<file path="src/hw/iorcr_cfg.svh">
// Constants for the I/O read collision resolver
`ifndef IORCR_CFG_SVH
`define IORCR_CFG_SVH
`define IORCR_ADDR_W      32
`define IORCR_GRAN_LSB    5
`define IORCR_SLOTS       4
`define IORCR_SRC_W       8
`define IORCR_SLOTS_MAX   16
`define IORCR_GRAN_LSB_MAX 12
`endif

</file>
<file path="src/hw/iorcr_pkg.sv">
// Types shared by the I/O read collision resolver
package iorcr_pkg;
   typedef enum logic [3:0] {
      IORCR_OP_READ_HOME,
      IORCR_OP_IREAD_HOME,
      IORCR_OP_READ_OWNER,
      IORCR_OP_RFO_HOME,
      IORCR_OP_RFO_OWNER,
      IORCR_OP_DKILL_HOME,
      IORCR_OP_DKILL_SHARER,
      IORCR_OP_CASTOUT,
      IORCR_OP_TLB_INVAL,
      IORCR_OP_TLB_SYNC,
      IORCR_OP_IKILL_HOME,
      IORCR_OP_IKILL_SHARER,
      IORCR_OP_FLUSH,
      IORCR_OP_IORD_HOME,
      IORCR_OP_IORD_OWNER
   } iorcr_op_t;

   typedef enum logic [2:0] {
      IORCR_RSP_DONE,
      IORCR_RSP_RETRY,
      IORCR_RSP_ERROR,
      IORCR_RSP_NOT_OWNER
   } iorcr_rsp_t;

   // Incoming request from the fabric
   typedef struct packed {
      iorcr_op_t        op;
      logic [31:0]      addr;
      logic [7:0]       src;
   } iorcr_req_t;

   // Response returned to the requester
   typedef struct packed {
      iorcr_rsp_t       rsp;
      logic [7:0]       dst;
   } iorcr_ans_t;

   // Operation forwarded to the local processor or to the directory
   typedef struct packed {
      iorcr_op_t        op;
      logic [31:0]      addr;
      logic [7:0]       src;
      logic             ikill_bcast;
      logic             ret_data;
   } iorcr_fwd_t;
endpackage

</file>
<file path="src/hw/iorcr_resolver.sv">
// Collision resolver for outstanding local I/O reads
`timescale 1ns/1ns
`include "iorcr_cfg.svh"

module iorcr_resolver
   import iorcr_pkg::*;
#(
   parameter int SLOTS  = `IORCR_SLOTS,
   parameter int GRAN_LSB = `IORCR_GRAN_LSB
) (
   input  wire logic              clk_i,
   input  wire logic              rst_i,
   input  wire logic              participant_i,
   // Local outstanding I/O read slots
   input  wire logic [SLOTS-1:0]  slot_issue_i,
   input  wire logic              slot_owner_i,
   input  wire logic [31:0]       slot_addr_i,
   input  wire logic [SLOTS-1:0]  slot_final_i,
   input  wire logic              slot_final_retry_i,
   input  wire logic              slot_has_data_i,
   output logic [SLOTS-1:0]       slot_busy_o,
   // Incoming request
   input  wire logic              req_valid_i,
   input  iorcr_req_t             req_i,
   output logic                   req_ready_o,
   // Response to the requester
   output logic                   ans_valid_o,
   output iorcr_ans_t             ans_o,
   input  wire logic              ans_ready_i,
   // Forward to processor or directory
   output logic                   fwd_valid_o,
   output iorcr_fwd_t             fwd_o,
   input  wire logic              fwd_ready_i
);

   ////////////////////////////////////////////////////////////////////////////
   // Elaboration checks
   // The slot table is a flat hit vector, one bit per slot; beyond the upper bound the
   // or-reduction tree and the per-slot compare grow past what one cycle holds.
   initial begin
      if (SLOTS < 1 || SLOTS > `IORCR_SLOTS_MAX) begin
         $error("iorcr_resolver: slot count out of range");
      end
   end

   // A granule finer than a byte or coarser than a page makes no sense here
   initial begin
      if (GRAN_LSB < 0 || GRAN_LSB > `IORCR_GRAN_LSB_MAX) begin
         $error("iorcr_resolver: granule size out of range");
      end
   end

   typedef enum logic [2:0] {
      S_IDLE,
      S_WAIT,
      S_FWD,
      S_ANS
   } iorcr_state_t;

   iorcr_state_t             state_reg;
   logic [SLOTS-1:0]         busy_reg;
   logic [SLOTS-1:0]         owner_reg;
   logic [SLOTS-1:0]         retry_reg;
   logic [SLOTS-1:0]         data_reg;
   logic [31:0]              addr_reg [SLOTS];
   iorcr_req_t               req_reg;
   logic [SLOTS-1:0]         hit_reg;
   iorcr_rsp_t               rsp_reg;
   logic                     bcast_reg;
   logic                     retdata_reg;

   // Same coherence granule test
   function automatic logic same_gran(input logic [31:0] a, input logic [31:0] b);
      same_gran = ((a ^ b) >> GRAN_LSB) == 32'h0000_0000;
   endfunction

   ////////////////////////////////////////////////////////////////////////////
   // Outstanding slot table
   // Each slot remembers one local I/O read from issue until its final response.
   // Issue and final in the same cycle: issue wins, so a reused slot is never
   // freed by the tail of its previous transaction.
   // The final response kind and data flag are kept after the slot frees, so a
   // held sharer data kill can still see how its colliding read ended.
   logic [SLOTS-1:0] hit;
   genvar g;
   generate
      for (g = 0; g < SLOTS; g++) begin : g_slot
         assign hit[g] = busy_reg[g] && same_gran(addr_reg[g], req_i.addr);
         always_ff @(posedge clk_i) begin
            if (rst_i) begin
               busy_reg[g]  <= 1'b0;
               owner_reg[g] <= 1'b0;
               retry_reg[g] <= 1'b0;
               data_reg[g]  <= 1'b0;
               addr_reg[g]  <= 32'h0000_0000;
            end else if (slot_issue_i[g]) begin
               busy_reg[g]  <= 1'b1;
               owner_reg[g] <= slot_owner_i;
               addr_reg[g]  <= slot_addr_i;
            end else if (slot_final_i[g] && busy_reg[g]) begin
               busy_reg[g]  <= 1'b0;
               retry_reg[g] <= slot_final_retry_i;
               data_reg[g]  <= slot_has_data_i;
            end
         end
      end
   endgenerate
   assign slot_busy_o = busy_reg;

   ////////////////////////////////////////////////////////////////////////////
   // Resolution decode
   // Priority order of the decode:
   //   1. TLB maintenance never collides and is always forwarded.
   //   2. No granule match: forward the request and answer done.
   //   3. Non-participant: only the sharer instruction kill is served.
   //   4. A match on an owner-directed slot takes the owner table.
   //   5. Otherwise the home-directed table applies.
   // A request that matches both kinds of slot takes the owner table, since
   // that read is the one that can still change the directory.
   logic       any_hit;
   logic       any_owner;
   iorcr_rsp_t dec_rsp;
   logic       dec_fwd;
   logic       dec_wait;
   logic       dec_bcast;
   assign any_hit   = |hit;
   assign any_owner = |(hit & owner_reg);

   always_comb begin
      dec_rsp   = IORCR_RSP_DONE;
      dec_fwd   = 1'b1;
      dec_wait  = 1'b0;
      dec_bcast = 1'b0;
      if (req_i.op == IORCR_OP_TLB_INVAL || req_i.op == IORCR_OP_TLB_SYNC) begin
         dec_rsp = IORCR_RSP_DONE;
      end else if (!any_hit) begin
         // Nothing outstanding on the granule: a sharer kill goes straight out
         dec_wait  = 1'b0;
         dec_bcast = (req_i.op == IORCR_OP_IKILL_HOME);
      end else if (!participant_i) begin
         // A pure I/O element has no directory bit: coherent traffic other than the sharer instruction kill is a fault
         if (req_i.op == IORCR_OP_IKILL_SHARER) begin
            dec_rsp = IORCR_RSP_DONE;
         end else begin
            dec_rsp = IORCR_RSP_ERROR;
            dec_fwd = 1'b0;
         end
      end else if (any_owner) begin
         // Owner-directed read in flight: home traffic other than the home instruction
         // kill is retried, owner traffic is a fault, castout slips past the collision check
         case (req_i.op)
            IORCR_OP_CASTOUT: dec_rsp = IORCR_RSP_DONE;
            IORCR_OP_IKILL_HOME: begin
               dec_rsp   = IORCR_RSP_DONE;
               dec_bcast = 1'b1;
            end
            IORCR_OP_READ_OWNER, IORCR_OP_RFO_OWNER, IORCR_OP_DKILL_SHARER,
            IORCR_OP_IKILL_SHARER, IORCR_OP_IORD_OWNER: begin
               dec_rsp = IORCR_RSP_ERROR;
               dec_fwd = 1'b0;
            end
            default: begin
               dec_rsp = IORCR_RSP_RETRY;
               dec_fwd = 1'b0;
            end
         endcase
      end else begin
         // Home-directed read in flight: we do not own the granule
         case (req_i.op)
            IORCR_OP_READ_OWNER, IORCR_OP_RFO_OWNER, IORCR_OP_IORD_OWNER: begin
               dec_rsp = IORCR_RSP_NOT_OWNER;
               dec_fwd = 1'b0;
            end
            IORCR_OP_DKILL_SHARER: dec_wait = 1'b1;
            IORCR_OP_IKILL_SHARER: dec_rsp = IORCR_RSP_DONE;
            default: begin
               dec_rsp = IORCR_RSP_ERROR;
               dec_fwd = 1'b0;
            end
         endcase
      end
   end

   ////////////////////////////////////////////////////////////////////////////
   // Request sequencing
   // One request at a time: it is taken in idle, may wait for colliding reads
   // to finish, may be forwarded, and is then answered. Ready is low for the
   // whole span, so a second request is never decoded against stale slots.
   assign req_ready_o = (state_reg == S_IDLE);
   assign ans_valid_o = (state_reg == S_ANS);
   assign fwd_valid_o = (state_reg == S_FWD);

   // Slots still awaiting their final response for the held kill
   logic [SLOTS-1:0] pend;
   assign pend = hit_reg & busy_reg;

   always_ff @(posedge clk_i) begin
      if (rst_i) begin
         state_reg   <= S_IDLE;
         req_reg     <= '0;
         hit_reg     <= '0;
         rsp_reg     <= IORCR_RSP_DONE;
         bcast_reg   <= 1'b0;
         retdata_reg <= 1'b0;
      end else begin
         case (state_reg)
            // Take the request and freeze its decision
            S_IDLE: begin
               if (req_valid_i) begin
                  req_reg     <= req_i;
                  hit_reg     <= hit;
                  rsp_reg     <= dec_rsp;
                  bcast_reg   <= dec_bcast;
                  retdata_reg <= 1'b0;
                  if (dec_wait) begin
                     state_reg <= S_WAIT;
                  end else if (dec_fwd) begin
                     state_reg <= S_FWD;
                  end else begin
                     state_reg <= S_ANS;
                  end
               end
            end
            // Hold the sharer kill until every colliding read has ended
            S_WAIT: begin
               if (pend == '0) begin
                  // Done with data returns it; retry or none just forwards
                  retdata_reg <= |(hit_reg & ~retry_reg & data_reg);
                  state_reg   <= S_FWD;
               end
            end
            // Processor or directory takes the forwarded operation
            S_FWD: begin
               if (fwd_ready_i) begin
                  state_reg <= S_ANS;
               end
            end
            // Requester takes the response
            S_ANS: begin
               if (ans_ready_i) begin
                  state_reg <= S_IDLE;
               end
            end
            default: state_reg <= S_IDLE;
         endcase
      end
   end

   ////////////////////////////////////////////////////////////////////////////
   // Output carriers from flip-flops
   // Both carriers are pure wiring of held registers, so they stay stable
   // for as long as their valid waits on a stalled far side.
   always_comb begin
      ans_o.rsp        = rsp_reg;
      ans_o.dst        = req_reg.src;
      fwd_o.op         = req_reg.op;
      fwd_o.addr       = req_reg.addr;
      fwd_o.src        = req_reg.src;
      fwd_o.ikill_bcast = bcast_reg;
      fwd_o.ret_data   = retdata_reg;
   end

endmodule

</file>
<file path="config.mk">
export PLATFORM = sky130hd
export DESIGN_NAME = iorcr_resolver
export DESIGN_NICKNAME = d
export VERILOG_FILES = /design/src/hw/iorcr_pkg.sv /design/src/hw/iorcr_resolver.sv
export VERILOG_INCLUDE_DIRS = /design/src /design/src/hw
export SDC_FILE = /design/constraint.sdc
export NUM_CORES = 1
export LEC_CHECK = 0
export ABC_AREA = 1
export BUFFER_PORTS_ARGS = -buffer_cell sky130_fd_sc_hd__buf_2
export CORE_ASPECT_RATIO = 0.75
export CORE_MARGIN = 1.5
export CORE_UTILIZATION = 31
export DETAILED_ROUTE_END_ITERATION = 10
export PLACE_DENSITY = 0.53
export SETUP_SLACK_MARGIN = 0.2
export SLEW_MARGIN = 20
export SYNTH_ARGS = -nofsm -noshare
export SYNTH_HDL_FRONTEND = slang
export SYNTH_SLANG_ARGS = --single-unit
</file>
<file path="constraint.sdc">
create_clock -name clk_i -period 2.3 [get_ports clk_i]
set_clock_uncertainty 0.05 [all_clocks]
set_input_delay 0.23 -clock clk_i [delete_from_list [all_inputs] [get_ports clk_i]]
set_output_delay 0.23 -clock clk_i [all_outputs]
set_load 0.01 [all_outputs]
</file>
# Word level (Yosys, flattened, before mapping)
# Memories as Yosys holds them, arrays and structs flattened.
# Cells that the tools add are included.
[word_totals]
reg_bits = 72
ram_bits = 128
in_bits = 93
out_inout_bits = 64
word_cells = 152
memories = 1
[classes]
eq_ne = 16
n_mux = 60
bitwise_logic = 17
reduce_logical = 34
[memory_table]
columns = ["memory", "depth", "width", "read_ports", "rd_clocked_by_memory_dff", "wr", "line", "rtl"]
rows = [
  ["addr_reg", 4, 32, 4, 0, 4, "iorcr_resolver.sv:65", "logic [31:0] addr_reg [SLOTS];"],
]
[op_table]
columns = ["cell", "count"]
rows = [
  ["zero test 32 bit", 4],
  ["two-way mux 32 bit", 4],
  ["bitwise XOR 32 bit", 4],
  ["two-way mux 1 bit", 42],
  ["two-way mux 3 bit", 8],
  ["== test 4 bit, second input constant", 5],
  ["bitwise AND 4 bit", 4],
  ["== test 4 x 3 -> 1 bit, second input constant", 3],
  ["one-hot mux 3 bit (4 select lines)", 1],
  ["OR reduction 4 bit", 3],
  ["AND reduction 2 bit", 5],
  ["nonzero test 2 bit", 5],
  ["logical AND 1 bit", 8],
  ["one-hot mux 2 bit (2 select lines)", 2],
  ["== test 3 x 2 -> 1 bit, second input constant", 2],
  ["OR reduction 5 bit", 1],
  ["== test 4 x 2 -> 1 bit, second input constant", 1],
  ["zero test 4 bit", 1],
  ["two-way mux 2 bit", 2],
  ["inequality test 2 x 1 -> 1 bit, second input constant", 2],
  ["inequality test 2 bit, second input constant", 2],
  ["inverter 1 bit", 4],
  ["inverter 4 bit", 1],
  ["bitwise OR 1 bit", 4],
  ["8 further kinds", 9],
]

# Depth between registers and ports, before layout
# An unclocked memory read counts as a cell.
[depth]
depth_word = 14
depth_mapped = 18
mapped_depth_nobuf = 18

# Worst setup path after synthesis
# No wires, ideal clock.
[synth_path]
kind = "input-to-reg"
startpoint = "input rst_i"
endpoint = "memory addr_reg[0][10], enable pin"
setup_time_ns = 0.445
t_arrival_ns = 1.276
t_required_ns = 1.805
path_slack_ns = 0.529
path_stages = 4
n_path_buf = 2
path_cell_list = "buf_2 -> inv_1 -> clkbuf_1 -> nand2_1"
[synth_lines]
columns = ["element", "line", "rtl"]
rows = [
  ["start: declaration", "iorcr_resolver.sv:12", "input wire logic rst_i,"],
  ["end: declaration", "iorcr_resolver.sv:65", ""],
]

==> results by stage <==
Status:
- The run finished with clean final reports.

Cells and area:
- The finished layout holds ~1800 standard cells, fillers aside.
- The register with the most flip-flops in the layout has 108 of them.
- In the final layout, the share of cells above drive strength 1 is 0.211.
- The net count reported at finish is 1490.
- The layout overhead on the synthesized area is 23.1%.
- The final-layout fill cell count is roughly 3100.

Yosys:
- The post-synthesis async set-or-reset flop share is 0.
- The main flop type after synthesis is sky130_fd_sc_hd__edfxtp_1.
- In this run, synthesis produced a sequential element count of approximately 180.
- Averaged over all synthesized cells, the footprint is 7.60 µm².
- The Yosys step of the flow raised 0 warnings.
- Synthesis handed over a netlist of 1231 instances.
- The cell area after synthesis is 9360 µm².
- The net count after synthesis is 1328.
- Of the synthesized area, sequential elements account for 0.496.
- The number of distinct library cell variants in the gate-level netlist after synthesis is 45.
- The number of enable flip-flop cells after synthesis is around 110.

Critical path:
- The classification of the worst setup path is reg2reg.
- Measured in cells, the most critical reg-to-reg path has a length of 15.
- In this run the critical register-to-register path is launched from addr_reg[3][28].
- The endpoint class of the critical path is a flip-flop.
- The sort of element at the start of the critical path is a flip-flop.
- The endpoint identified for the worst register-to-register timing path is state_reg[0].
- The setup check on the worst reg-to-reg path leaves a slack of 0.27 ns.
- The peak fanout along the critical path is 3.
- The data required time of the critical path is 2.64 ns.
- The critical path data arrival time is 2.37 ns.

GRT:
- The number of global-route vias before repair was 8036.
- Entering global routing, the biggest net connects 48 pins.
- The initial antenna violation count was 3.
- The global-route wire length before repair is roughly 50000 µm.
- In the global route stage, overall resource usage came out at 0.216.
- The leftover overflow at the end of global routing is 0.

Routing:
- The first-pass detailed-route iteration total is 5.
- The mean number of vias per cell is 4.79.
- The detailed-route DRC error count is 0.
- The count of vias placed by the detailed router is 8611.
- The average wire per standard cell is roughly 18 µm.
- The DRC marker count from the first detailed-route iteration is 933.
- The count of nets left with antenna violations once routing finished came out at 0.
- Summed over all layers, the routed wires come to 33100 µm.

Pwr:
- The share of total power dissipated in sequential elements is 0.440.
- IR analysis of the VDD net gives a maximum drop of ~0.00046 V.
- The cell internal power dissipation is 6.28 mW.
- In this run the power spent charging and discharging nets is 3.03 mW.
- The clock power share is 0.318.
- Of the total power, the share spent switching nets is 0.326.
- The total power density per cell area is approximately 810 nW/µm².
- The leakage dissipation is ~5.4 nW.
- Of the total power, combinational logic draws 0.242.

Floorplanning:
- Pin placement for this block handled 157 I/O pins.
- The floorplan step set the die width to 204 µm.
- The die covers 31300 µm².
- For this configuration, the core starts out at a cell density of 0.318.
- The area of the core region is 29400 µm².
- After floorplanning, the core was divided into 54 placement rows.
- The die outline height is 153 µm.

Placement:
- The placed instance count is 1745.
- At the end of routability-driven placement, the weighted congestion stood at 0.998.
- The number of buffers inserted by port buffering is 150.
- The detailed placer's ending HPWL is 25300 µm.

Timing:
- The minimum period implied by the final worst setup slack is 2.03 ns.
- The final hold violation count is 0.
- Derived from the worst setup path, the maximum achievable clock frequency is 493 MHz.
- The setup-violating endpoint count in the final report is 0.
- The number of pins exceeding their max-slew limit in the final report is 0.
- The final cycle utilization of the critical path is 0.882.
- The aggregate negative setup slack is 0 ns.
- Setup repair after global routing could not meet its margin everywhere.

Min path:
- The tightest min-delay check is of the in2reg type.
- The startpoint of the tightest hold check path is req_i[10].
- The cell depth of the worst min-delay path is 3.
- The path with the worst hold slack has its endpoint at fwd_o[12].

Flow run:
- Across the run, the number of max-cap violations was 0.

Clock network:
- Counting the buffers created by CTS gives 17.
- The largest buffer count on any clock path is 2.
- The insertion delay of the later-clocked pin in the worst-skew pair is 0.45 ns.
- The H-tree was split into 4 levels.
- Clock tree synthesis selected as its root buffer the cell sky130_fd_sc_hd__clkbuf_16.
- The CTS tree is yes.
- After clock tree synthesis, the clock-pin slew on the worst setup and hold paths is roughly 0.07 ns.
- The number of sinks driven by the clock tree is between 150 and 200.
[cells by family after synthesis]
group,count (synthesis),share of synthesized area
flip-flops,178,0.496
XOR/XNOR,31,0.0298
buffers and inverters,243,0.106
AND/OR/NAND/NOR,628,0.279
AO/OA/AOI/OAI,146,0.0833
adder cells (fa/ha/maj),4,0.00535
other,1,0.000401
[critical path, cell delays in order (launching register included)]
cell	delay, ns
sky130_fd_sc_hd__edfxtp_1	0.40
sky130_fd_sc_hd__nand2_1	0.19
sky130_fd_sc_hd__nand4_1	0.22
sky130_fd_sc_hd__nor2_1	0.15
sky130_fd_sc_hd__nand2_1	0.08
sky130_fd_sc_hd__nor2_2	0.18
sky130_fd_sc_hd__nand3_1	0.10
sky130_fd_sc_hd__nand2_2	0.10
sky130_fd_sc_hd__nor2_2	0.05
sky130_fd_sc_hd__nand2_2	0.06
sky130_fd_sc_hd__nand2_1	0.06
sky130_fd_sc_hd__nand2_1	0.06
sky130_fd_sc_hd__nand2_1	0.04
sky130_fd_sc_hd__nand2_1	0.06
sky130_fd_sc_hd__nand2_1	0.06
sky130_fd_sc_hd__a21oi_2	0.10
[power by group through the flow]
stage               combinational (mW)  sequential (mW)  clock, mW
floorplan                         1.25             4.22          0
CTS                               2.20             4.09       3.02
detailed placement                2.17             4.16          0
global placement                  2.16             4.15          0
finish                            2.26             4.09       2.97
global route                      2.52             4.15       3.14
[stage by stage]
| stage | setup slack, ns | power [mW] | utilization | instance area [µm²] | hold slack, ns |
|---|---|---|---|---|---|
| 3_5_place_dp | 0.178 | 6.33 | 0.358 | 10500 | 0.387 |
| 3_3_place_gp | 0.203 | 6.31 | 0.358 | 10500 | 0.383 |
| 2_1_floorplan | 0.529 | 5.47 | - | 9360 | 0.281 |
| 6_report | 0.271 | 9.32 | 0.392 | 11500 | 0.0121 |
| 5_1_grt | 0.172 | 9.81 | 0.392 | 11500 | 0.0425 |
| 4_1_cts | 0.201 | 9.32 | 0.384 | 11300 | 0.00715 |
[final cells by class]
type | instances | area, µm² | share of cell area
sequential | 178 | 4640 | 0.403
timing repair buffer | 194 | 1140 | 0.0986
multi-input combinational | 810 | 3930 | 0.341
tap | 392 | 490 | 0.0426
clock buffer | 24 | 534 | 0.0464
clock inverter | 8 | 58.8 | 0.00511
inverter | 192 | 722 | 0.0627
antenna | 1 | 2.50 | 0.000217
[how the worst max path moves through the flow]
| stage | slack [ns] | start | end | cells past startpoint |
|---|---|---|---|---|
| detailed placement | 0.18 | req_i[17] | state_reg[0] | 14 |
| finish | 0.27 | addr_reg[3][28] | state_reg[0] | 15 |
| global placement | 0.20 | req_i[15] | state_reg[0] | 14 |
| global route | 0.17 | addr_reg[3][11] | state_reg[0] | 17 |
| CTS | 0.20 | addr_reg[3][9] | state_reg[0] | 13 |
| floorplan | 0.53 | rst_i | addr_reg[0][10] | 4 |
[Yosys cell counts, drive strengths merged (3+ instances only)]
cell	instances	share of area
buf	23	0.017
o211ai	3	0.0024
inv	187	0.075
nor2	228	0.095
nor3	15	0.0096
clkinv	5	0.0021
xor2	6	0.0056
nand2	308	0.13
clkbuf	28	0.011
nand4	29	0.019
dfxtp	70	0.15
nand3b	3	0.0024
nand3	35	0.020
o31ai	5	0.0040
a21oi	49	0.027
nor3b	3	0.0029
o21ai	78	0.042
o22ai	5	0.0033
xnor2	25	0.024
ha	4	0.0053
edfxtp	108	0.35
[metal layers]
layer  global-route usage  wire, µm
met5                    0        21
met4               0.0416       314
met2                0.310     13400
met3               0.0610      3590
met1                0.320     15700
[placed cells by master (no fill, tap or decap), types with 26 or more instances in the layout]
cell / synthesis / final
sky130_fd_sc_hd__buf_2: 6 / 150
sky130_fd_sc_hd__dfxtp_1: 70 / 70
sky130_fd_sc_hd__inv_1: 167 / 164
sky130_fd_sc_hd__buf_4: 14 / 26
sky130_fd_sc_hd__nand3_1: 33 / 32
sky130_fd_sc_hd__nor2_1: 220 / 209
sky130_fd_sc_hd__nand2_1: 300 / 292
sky130_fd_sc_hd__o21ai_0: 74 / 74
sky130_fd_sc_hd__edfxtp_1: 108 / 108
sky130_fd_sc_hd__nand4_1: 29 / 29
sky130_fd_sc_hd__a21oi_1: 48 / 48
[repair_timing]
item / in CTS / in global routing
gates resized for setup: 1 / 43
pin swaps: 0 / 8
hold buffers: 17 / 0
endpoints found under the setup margin: 2 / 5
setup buffers: 0 / 4
hold endpoints to repair: 17 / 0
(Power assumes the default switching activity.)
